$ cat src/rieps_pkg.sv
package rieps_pkg;
    // Register indices as printed; byte address is four times the index
    localparam logic [9:0] REG_INPUT_MODE_CONTROL = 10'h300;
    localparam logic [9:0] REG_INPUT_EXPONENT_CONTROL = 10'h305;
    localparam logic [9:0] REG_INPUT_STATUS = 10'h306;
    localparam logic [9:0] REG_SAMPLE_COUNT = 10'h307;
    localparam int ADDR_W = 12;
    // Field positions
    localparam int MODE_LSB = 0;
    localparam int EXP_OFFSET_LSB = 5;
    localparam int EXP_INVERT_BIT = 4;
    // Reset values
    localparam logic [1:0] MODE_RESET = 2'h0;
    localparam logic [7:0] EXP_CTRL_RESET = 8'h00;
    // Input mode encodings
    localparam logic [1:0] MODE_SINGLE_REAL = 2'h0;
    localparam logic [1:0] MODE_DIVERSITY_REAL = 2'h1;
    localparam logic [1:0] MODE_SINGLE_COMPLEX = 2'h2;
    // Widths
    localparam int MANTISSA_W = 16;
    localparam int EXPONENT_W = 3;
    localparam int FIFO_DEPTH = 16;
    // Fastest sample rate in MSPS, and clock rate in MHz
    localparam int MAX_SAMPLE_MSPS = 65;
    localparam int CLOCK_MHZ = 250;
    // Bus slave state machine
    typedef enum logic [2:0] {
        RIEPS_BUS_IDLE = 3'b001,
        RIEPS_BUS_DONE = 3'b010,
        RIEPS_BUS_HOLD = 3'b100
    } rieps_bus_state_t;
endpackage

$ cat src/rieps_fifo.sv
`timescale 1ns/100ps
module rieps_fifo #(
    parameter int WIDTH = 18,
    parameter int DEPTH = 16
) (
    // Clock and reset
    input wire logic clk_in,
    input wire logic reset_in,
    // Filling side
    input wire logic in_valid_in,
    input wire logic [WIDTH-1:0] in_data_in,
    output logic in_ready_out,
    // Draining side
    output logic out_valid_out,
    output logic [WIDTH-1:0] out_data_out,
    input wire logic out_ready_in
);
    localparam int AW = $clog2(DEPTH);

    initial begin
        if (DEPTH < 2 || (1 << AW) != DEPTH || WIDTH < 1) begin
            $error("rieps_fifo: DEPTH must be a power of two >= 2");
        end
    end

    logic [WIDTH-1:0] mem [DEPTH];
    logic [AW:0] wr_ptr;
    logic [AW:0] rd_ptr;
    wire logic [AW:0] used = wr_ptr - rd_ptr;
    wire logic full = used == (AW+1)'(DEPTH);
    wire logic empty = used == '0;
    wire logic push = in_valid_in && !full;
    wire logic pop = !empty && out_ready_in;

    assign in_ready_out = !full;
    assign out_valid_out = !empty;
    assign out_data_out = mem[rd_ptr[AW-1:0]];

    // Storage has no reset; only the pointers matter for validity
    always_ff @(posedge clk_in) begin
        if (push) begin
            mem[wr_ptr[AW-1:0]] <= in_data_in;
        end
    end

    // Pointers carry an extra bit so full and empty stay distinct
    always_ff @(posedge clk_in or posedge reset_in) begin
        if (reset_in) begin
            wr_ptr <= '0;
            rd_ptr <= '0;
        end else begin
            wr_ptr <= wr_ptr + (AW+1)'(push);
            rd_ptr <= rd_ptr + (AW+1)'(pop);
        end
    end
endmodule

$ cat src/rieps_input_port.sv
`timescale 1ns/100ps
// Summary of operation
// - Capture mantissa, exponent, select on rising edge
// - Mantissa is 16-bit two's complement
// - Exponent is 3-bit unsigned
// - Offset field in bits 7:5 of 0x305
// - Invert bit is bit 4 of 0x305
// - Invert low: shift by exponent plus offset
// - Invert high: shift by seven minus exponent plus offset
// - Three input modes chosen at 0x300
// - Complex mode: select marks in-phase or quadrature
// - Following stage takes full scale without wrap
// - Single real: select is active-high sample enable
// - Diversity: select high channel A, low B
// - Diversity: only first sample after select change
module rieps_input_port #(
    parameter int MANTISSA_W = rieps_pkg::MANTISSA_W,
    parameter int FIFO_DEPTH = rieps_pkg::FIFO_DEPTH
) (
    // Clock and reset
    input wire logic clk_in,
    input wire logic reset_in,
    // Converter pins
    input wire logic [MANTISSA_W-1:0] mantissa_in,
    input wire logic [rieps_pkg::EXPONENT_W-1:0] exponent_in,
    input wire logic channel_select_in,
    // Avalon-MM slave
    input wire logic [rieps_pkg::ADDR_W-1:0] avs_address_in,
    input wire logic avs_read_in,
    input wire logic avs_write_in,
    input wire logic [31:0] avs_writedata_in,
    input wire logic [3:0] avs_byteenable_in,
    output logic [31:0] avs_readdata_out,
    output logic avs_waitrequest_out,
    output logic [1:0] avs_response_out,
    // Scaled sample stream
    output logic sample_valid_out,
    output logic [MANTISSA_W-1:0] sample_data_out,
    output logic sample_channel_a_out,
    output logic sample_in_phase_out,
    input wire logic sample_ready_in
);
    localparam int SHIFT_W = rieps_pkg::EXPONENT_W;
    localparam int FIFO_W = MANTISSA_W + 2;

    initial begin
        if (MANTISSA_W != rieps_pkg::MANTISSA_W || FIFO_DEPTH < 2) begin
            $error("rieps_input_port: unsupported parameter values");
        end
        if (rieps_pkg::CLOCK_MHZ < rieps_pkg::MAX_SAMPLE_MSPS) begin
            $error("rieps_input_port: clock too slow for the full sample rate");
        end
    end

    // Decode a byte address into a register index; misaligned gives no hit
    function automatic logic [9:0] reg_index(input logic [rieps_pkg::ADDR_W-1:0] addr);
        reg_index = (addr[1:0] == 2'h0) ? addr[11:2] : 10'h3FF;
    endfunction

    // Control registers
    logic [1:0] input_mode;
    logic [7:0] input_exponent_control;
    logic [31:0] sample_count;
    logic overflow_flag;

    // Captured pins, one register stage; the next edge uses them
    logic [MANTISSA_W-1:0] cap_mantissa;
    logic [SHIFT_W-1:0] cap_exponent;
    logic cap_select;
    logic prev_select;
    logic prev_select_valid;

    // Pin capture on every rising edge
    always_ff @(posedge clk_in or posedge reset_in) begin
        if (reset_in) begin
            cap_mantissa <= 16'h0000;
            cap_exponent <= 3'h0;
            cap_select <= 1'b0;
        end else begin
            cap_mantissa <= mantissa_in;
            cap_exponent <= exponent_in;
            cap_select <= channel_select_in;
        end
    end

    // Select history for change detection in diversity mode
    always_ff @(posedge clk_in or posedge reset_in) begin
        if (reset_in) begin
            prev_select <= 1'b0;
            prev_select_valid <= 1'b0;
        end else begin
            prev_select <= cap_select;
            prev_select_valid <= 1'b1;
        end
    end

    // Exponent modification: offset and direction from the control register
    wire logic [SHIFT_W-1:0] exponent_offset = input_exponent_control[rieps_pkg::EXP_OFFSET_LSB +: SHIFT_W];
    wire logic exponent_invert = input_exponent_control[rieps_pkg::EXP_INVERT_BIT];
    // Three-bit arithmetic wraps, which is exactly the modulo 8
    wire logic [SHIFT_W-1:0] shift_plain = cap_exponent + exponent_offset;
    wire logic [SHIFT_W-1:0] shift_inverted = 3'h7 - cap_exponent + exponent_offset;
    wire logic [SHIFT_W-1:0] shift_amount = exponent_invert ? shift_inverted : shift_plain;
    // Signed shift keeps negative samples negative; the result always fits
    // in the mantissa width, so nothing downstream can wrap
    wire logic signed [MANTISSA_W-1:0] scaled = $signed(cap_mantissa) >>> shift_amount;

    // Mode-dependent acceptance and tagging
    wire logic mode_real = input_mode == rieps_pkg::MODE_SINGLE_REAL;
    wire logic mode_div = input_mode == rieps_pkg::MODE_DIVERSITY_REAL;
    wire logic mode_cplx = input_mode == rieps_pkg::MODE_SINGLE_COMPLEX;
    wire logic select_changed = !prev_select_valid || (cap_select != prev_select);
    wire logic accept = (mode_real && cap_select)
        || (mode_div && select_changed)
        || mode_cplx;
    wire logic tag_channel_a = mode_div ? cap_select : 1'b1;
    wire logic tag_in_phase = mode_cplx ? cap_select : 1'b1;

    // Samples queue here; a stalled consumer fills it and new samples drop
    wire logic fifo_in_ready;
    wire logic fifo_out_valid;
    wire logic [FIFO_W-1:0] fifo_out_data;
    wire logic take_fifo = fifo_out_valid && (!sample_valid_out || sample_ready_in);

    rieps_fifo #(
        .WIDTH(FIFO_W),
        .DEPTH(FIFO_DEPTH)
    ) u_fifo (
        .clk_in(clk_in),
        .reset_in(reset_in),
        .in_valid_in(accept),
        .in_data_in({tag_channel_a, tag_in_phase, scaled}),
        .in_ready_out(fifo_in_ready),
        .out_valid_out(fifo_out_valid),
        .out_data_out(fifo_out_data),
        .out_ready_in(take_fifo)
    );

    // Output register stage so every stream output is a flip-flop
    always_ff @(posedge clk_in or posedge reset_in) begin
        if (reset_in) begin
            sample_valid_out <= 1'b0;
            sample_data_out <= 16'h0000;
            sample_channel_a_out <= 1'b0;
            sample_in_phase_out <= 1'b0;
        end else if (take_fifo) begin
            sample_valid_out <= 1'b1;
            sample_data_out <= fifo_out_data[MANTISSA_W-1:0];
            sample_in_phase_out <= fifo_out_data[MANTISSA_W];
            sample_channel_a_out <= fifo_out_data[MANTISSA_W+1];
        end else if (sample_ready_in) begin
            sample_valid_out <= 1'b0;
        end
    end

    // Status: accepted sample count; the sticky drop flag is kept further below
    always_ff @(posedge clk_in or posedge reset_in) begin
        if (reset_in) begin
            sample_count <= 32'h00000000;
        end else if (accept && fifo_in_ready) begin
            sample_count <= sample_count + 32'h00000001;
        end
    end

    // Bus slave: one wait cycle, then the answer with waitrequest low
    rieps_pkg::rieps_bus_state_t bus_state;
    rieps_pkg::rieps_bus_state_t next_bus_state;
    wire logic bus_req = avs_read_in || avs_write_in;
    wire logic [9:0] bus_index = reg_index(avs_address_in);
    wire logic hit_mode = bus_index == rieps_pkg::REG_INPUT_MODE_CONTROL;
    wire logic hit_exp = bus_index == rieps_pkg::REG_INPUT_EXPONENT_CONTROL;
    wire logic hit_status = bus_index == rieps_pkg::REG_INPUT_STATUS;
    wire logic hit_count = bus_index == rieps_pkg::REG_SAMPLE_COUNT;
    wire logic hit_any = hit_mode || hit_exp || hit_status || hit_count;
    wire logic bus_commit = bus_state == rieps_pkg::RIEPS_BUS_DONE;
    wire logic do_write = bus_commit && avs_write_in && avs_byteenable_in[0];
    wire logic clear_overflow = do_write && hit_status && avs_writedata_in[0];
    wire logic [31:0] read_value = hit_mode ? {30'h00000000, input_mode}
        : hit_exp ? {24'h000000, input_exponent_control}
        : hit_status ? {29'h00000000, !fifo_out_valid, !fifo_in_ready, overflow_flag}
        : hit_count ? sample_count
        : 32'h00000000;

    // Next state of the slave
    always_comb begin
        case (bus_state)
            rieps_pkg::RIEPS_BUS_IDLE: begin
                next_bus_state = bus_req ? rieps_pkg::RIEPS_BUS_DONE : rieps_pkg::RIEPS_BUS_IDLE;
            end
            rieps_pkg::RIEPS_BUS_DONE: begin
                next_bus_state = rieps_pkg::RIEPS_BUS_HOLD;
            end
            rieps_pkg::RIEPS_BUS_HOLD: begin
                next_bus_state = rieps_pkg::RIEPS_BUS_IDLE;
            end
            default: begin
                next_bus_state = rieps_pkg::RIEPS_BUS_IDLE;
            end
        endcase
    end

    // Waitrequest must fall in the same cycle the answer is valid,
    // so it is registered from the next state
    always_ff @(posedge clk_in or posedge reset_in) begin
        if (reset_in) begin
            bus_state <= rieps_pkg::RIEPS_BUS_IDLE;
            avs_waitrequest_out <= 1'b1;
            avs_readdata_out <= 32'h00000000;
            avs_response_out <= 2'h0;
        end else begin
            bus_state <= next_bus_state;
            avs_waitrequest_out <= !(next_bus_state == rieps_pkg::RIEPS_BUS_DONE);
            if (next_bus_state == rieps_pkg::RIEPS_BUS_DONE) begin
                avs_readdata_out <= read_value;
                avs_response_out <= hit_any ? 2'h0 : 2'h3;
            end
        end
    end

    // Register writes; only byte lane 0 carries data
    always_ff @(posedge clk_in or posedge reset_in) begin
        if (reset_in) begin
            input_mode <= rieps_pkg::MODE_RESET;
            input_exponent_control <= rieps_pkg::EXP_CTRL_RESET;
        end else if (do_write) begin
            if (hit_mode && avs_writedata_in[1:0] != 2'h3) begin
                input_mode <= avs_writedata_in[rieps_pkg::MODE_LSB +: 2];
            end
            if (hit_exp) begin
                input_exponent_control <= {avs_writedata_in[7:4], 4'h0};
            end
        end
    end

    // Sticky drop flag; a new drop wins over a clear in the same cycle
    always_ff @(posedge clk_in or posedge reset_in) begin
        if (reset_in) begin
            overflow_flag <= 1'b0;
        end else if (accept && !fifo_in_ready) begin
            overflow_flag <= 1'b1;
        end else if (clear_overflow) begin
            overflow_flag <= 1'b0;
        end
    end
endmodule

$ cat config.mk
export PLATFORM = sky130hd
export DESIGN_NAME = rieps_input_port
export DESIGN_NICKNAME = d
export VERILOG_FILES = /design/src/rieps_pkg.sv /design/src/rieps_fifo.sv /design/src/rieps_input_port.sv
export SDC_FILE = /design/constraint.sdc
export NUM_CORES = 1
export LEC_CHECK = 0
export BUFFER_PORTS_ARGS = -buffer_cell sky130_fd_sc_hd__buf_4
export CAP_MARGIN = 20
export CORE_ASPECT_RATIO = 1.4
export CORE_UTILIZATION = 30
export CTS_BUF_LIST = sky130_fd_sc_hd__clkbuf_8
export DETAILED_ROUTE_END_ITERATION = 16
export PLACE_DENSITY_LB_ADDON = 0.25
export SLEW_MARGIN = 20
export SYNTH_ARGS = -nofsm -noshare
export SYNTH_HDL_FRONTEND = slang
export SYNTH_SLANG_ARGS = --single-unit
$ cat constraint.sdc
create_clock -name clk_in -period 11.8 [get_ports clk_in]
set_input_delay 1.18 -clock clk_in [delete_from_list [all_inputs] [get_ports clk_in]]
set_output_delay 1.18 -clock clk_in [all_outputs]
set_load 0.02 [all_outputs]
==> summary.txt <==
Placement
  – Dpl hpwl: 23500 µm
  – Placer Congestion: 0.741
  – Port-buffer cells: 97

Yosys
  – Synth Area in XOR/XNOR: 2.19%
  – Post-Syn Nets: 1046
  – Post-Synth Simple-Gate Area: 7.38%
  – Synth warn: 0
  – Main synth FF type: edfxtp_1
  – Complex-gate fraction of the synthesized area: 1.45%
  – Yosys reg bits: 415
  – Synth Area in Adders: 1.06%
  – Post-synth ARST share: 30.6%
  – EDFF count, synth: 288
  – Mux contribution to synthesized area: 15.7%
  – Mapped Avg Cell Area: 17.5 µm²
  – Post-Syn Instances: 960
  – Post-synthesis instance area: 16800 µm²
  – Sequential share of the synthesized area: 70.4%
  – Largest family of logic cells by synthesized area: multiplexers
  – Netlist cell types: 57

Setup path
  – CP max FO: 27
  – Critical Path, Cell by Cell: inv_1 > ha_1 > nor2b_1 > o211ai_1 > a21oi_1 > o31ai_4 > buf_4 > nor3_2 > buf_4
  – Critical Path Sink Type: register
  – Startpoint Class: register
  – Critical path's top delay family: simple AND/OR/NAND/NOR gates
  – Slowest Stage Delay on Critical Path: 0.92 ns
  – Worst Setup SP: u_fifo.rd_ptr[1]
  – WP data arrival: 4.37 ns
  – CP Class: reg2reg
  – Critical Path RT: 12.06 ns
  – CP most frequent cell: buf_4
  – Reg-to-Reg Start: u_fifo.rd_ptr[1]
  – CP Buf/Inv Count: 3
  – CP max-delay cell: nor3_2

Clocking
  – CTS tree: built
  – Num CTS Buffers: 66
  – H-tree levels: 3
  – Max Buffers Root-to-Sink: 3
  – Hold Buf Count CTS: 0
  – Clock Sinks: 415
  – Clock latency at the later pin of the worst-skew pair: 0.62 ns
  – Postcts setup bufs: 0
  – Post-CTS sizing: 0
  – Reg clk slew, reported paths: 0.06 ns
  – Clk root buf: clkbuf_8

Power and ir drop
  – Net Sw Frac: 31.4%
  – Design Power: 4.22 mW
  – Worst vdd ir: 0.000158 V
  – Leak pwr: 7.21 nW
  – NetSw: 1.32 mW
  – Gate power share: 27.6%
  – Internal: 2.90 mW
  – Reg power frac: 45.3%
  – Clock power share: 27.1%
  – Power density cells: 214 nW/µm²

Cells and area
  – Filler instances: 5206
  – P&R area growth vs syn: 17.7%
  – Share of layout cells above drive strength 1: 31.1%
  – Commonest non-fill, non-tap cell in the layout: edfxtp_1
  – Final net count: 1198
  – Most frequent cells in the layout: edfxtp_1, buf_4, dfrtp_1

Hold path
  – Min-Delay Path Class: reg2reg
  – Hold Path Origin: bus_state[2]

STA
  – Setup-failing EPs final: 0
  – Fmax: 243 MHz
  – Max Clock Skew: 0.0427 ns
  – RSZ-0062 raised after global routing: false
  – Final Max Slew Viols: 0
  – Max transition margin: 24.8%
  – Slew @ Worst Pin: 1.12 ns
  – Hold Vio Cnt, Final: 0
  – Post-route clock period utilization: 34.8%
  – Tmin final: 4.11 ns
  – Total negative slack: 0 ns

Global route
  – GR Overflow Total: 0
  – First-pass GRT wire length: 60200 µm
  – Largest net degree at the start of global routing: 66
  – Antenna violations before repair: 1
  – Vias in the first global route: 9884
  – GRT Total Usage: 14.2%

Die
  – Die H: 282 µm
  – FP Rows: 102
  – Total I/O pin count: 127
  – Core Area: 55300 µm²
  – Starting Density: 30.4%
  – Die W: 202 µm
  – Die area: 56900 µm²

Job
  – # Max-Cap Violations: 0

Drt
  – Routed Antenna Nets: 0
  – Residual DRC: 0
  – Routed WL: 39000 µm
  – WL/cell: 20.6 µm
  – Vias per std cell: 4.74
  – DRC violation total after the first TritonRoute iteration: 472
  – Via total after detailed routing: 8975
  – DRT Pass-1 Iters: 4

Run status
  – Run status: complete, no violations
cells in the mapped netlist, types with 6 or more instances:
library cell	instances	area, µm²
nand3_1	48	240
nand4_1	11	68.8
buf_2	8	40.0
inv_1	14	52.6
mux2i_1	19	190
a21oi_1	6	30.0
nand2_1	105	394
nor3_1	26	130
mux4_2	95	2140
dfrtp_1	125	3130
clkbuf_1	20	75.1
xnor2_1	29	254
edfxtp_1	288	8650
xor2_1	13	114
nor4_1	9	56.3
mux2_2	27	304
o21ai_0	11	55.1
ha_1	11	138
buf_6	8	90.1
nor2_1	26	97.6
flip-flops by register name (all words and copies together) (netlist names):
| register | count |
|---|---|
| avs_readdata_out | 32 |
| avs_response_out | 1 |
| avs_waitrequest_out | 1 |
| bus_state | 3 |
| cap_exponent | 3 |
| cap_mantissa | 16 |
| cap_select | 1 |
| input_exponent_control | 4 |
| input_mode | 2 |
| overflow_flag | 1 |
| prev_select | 1 |
| prev_select_valid | 1 |
| sample_channel_a_out | 1 |
| sample_count | 32 |
| sample_data_out | 16 |
| sample_in_phase_out | 1 |
| sample_valid_out | 1 |
| u_fifo.mem | 288 |
| u_fifo.rd_ptr | 5 |
| u_fifo.wr_ptr | 5 |
kinds of logic (layout without fill, tap and decap cells):
kind of cell    count (synthesis)  count (layout)
fa+ha+maj                      13              13
flops                         415             415
simple gates                  255             255
buf+inv                        59             262
other cells                     1               2
compound gates                 34              34
xor+xnor                       42              42
mux                           141             141
path summary, 6_finish.rpt:
path | to | slack, ns | cells after the start
max | u_fifo.mem[6][14] | 7.69 | 9
min | bus_state[2] | 0.46 | 1
max reg2reg | u_fifo.mem[6][14] | 7.69 | 9
min reg2reg | bus_state[2] | 0.46 | 1
max in group asynchronous | u_fifo.rd_ptr[0] | 9.75 | 3
min in group asynchronous | avs_response_out[0] | 0.65 | 2
per-stage QoR:
stage / worst slack, ns / cell area (µm²) / util (%) / instances / hold WS, ns
global route: 7.43 / 19800 / 35.8 / 1892 / 0.483
CTS: 7.60 / 19800 / 35.7 / 1891 / 0.467
finish: 7.69 / 19800 / 35.8 / 1892 / 0.463
floorplan: 7.24 / 16800 / - / 960 / 0.421
global placement: 7.71 / 18500 / 33.5 / 1772 / 0.442
detailed placement: 7.65 / 18500 / 33.5 / 1772 / 0.455
per-layer routing:
layer | wire length (µm) | up-vias | part of all wire (%) | track usage (%)
met5 | 0 | - | 0 | 0
met4 | 1050 | 0 | 2.7 | 5.89
met3 | 1780 | 60 | 4.6 | 3.05
met2 | 20300 | 213 | 52 | 25.0
met1 | 15900 | 4666 | 41 | 16.7
li1 | - | 4036 | - | -
cell type report:
type,count,area (µm²),area share [%]
flip-flops and latches,415,11800,59.9
multi-input cells,486,4780,24.2
inverters,17,68.8,0.348
diodes,1,2.50,0.0127
repair buffers,126,946,4.79
clock inverters,48,239,1.21
well taps,728,911,4.61
clock buffers,71,977,4.95
power by group through the flow:
stage / Clock [mW] / Combinational, mW / Sequential (mW)
global placement: 0 / 1.18 / 1.94
CTS: 1.19 / 1.20 / 1.92
detailed placement: 0 / 1.20 / 1.95
global route: 1.25 / 1.27 / 1.94
floorplan: 0 / 0.841 / 1.91
finish: 1.15 / 1.17 / 1.91
(Power assumes the default switching activity.)
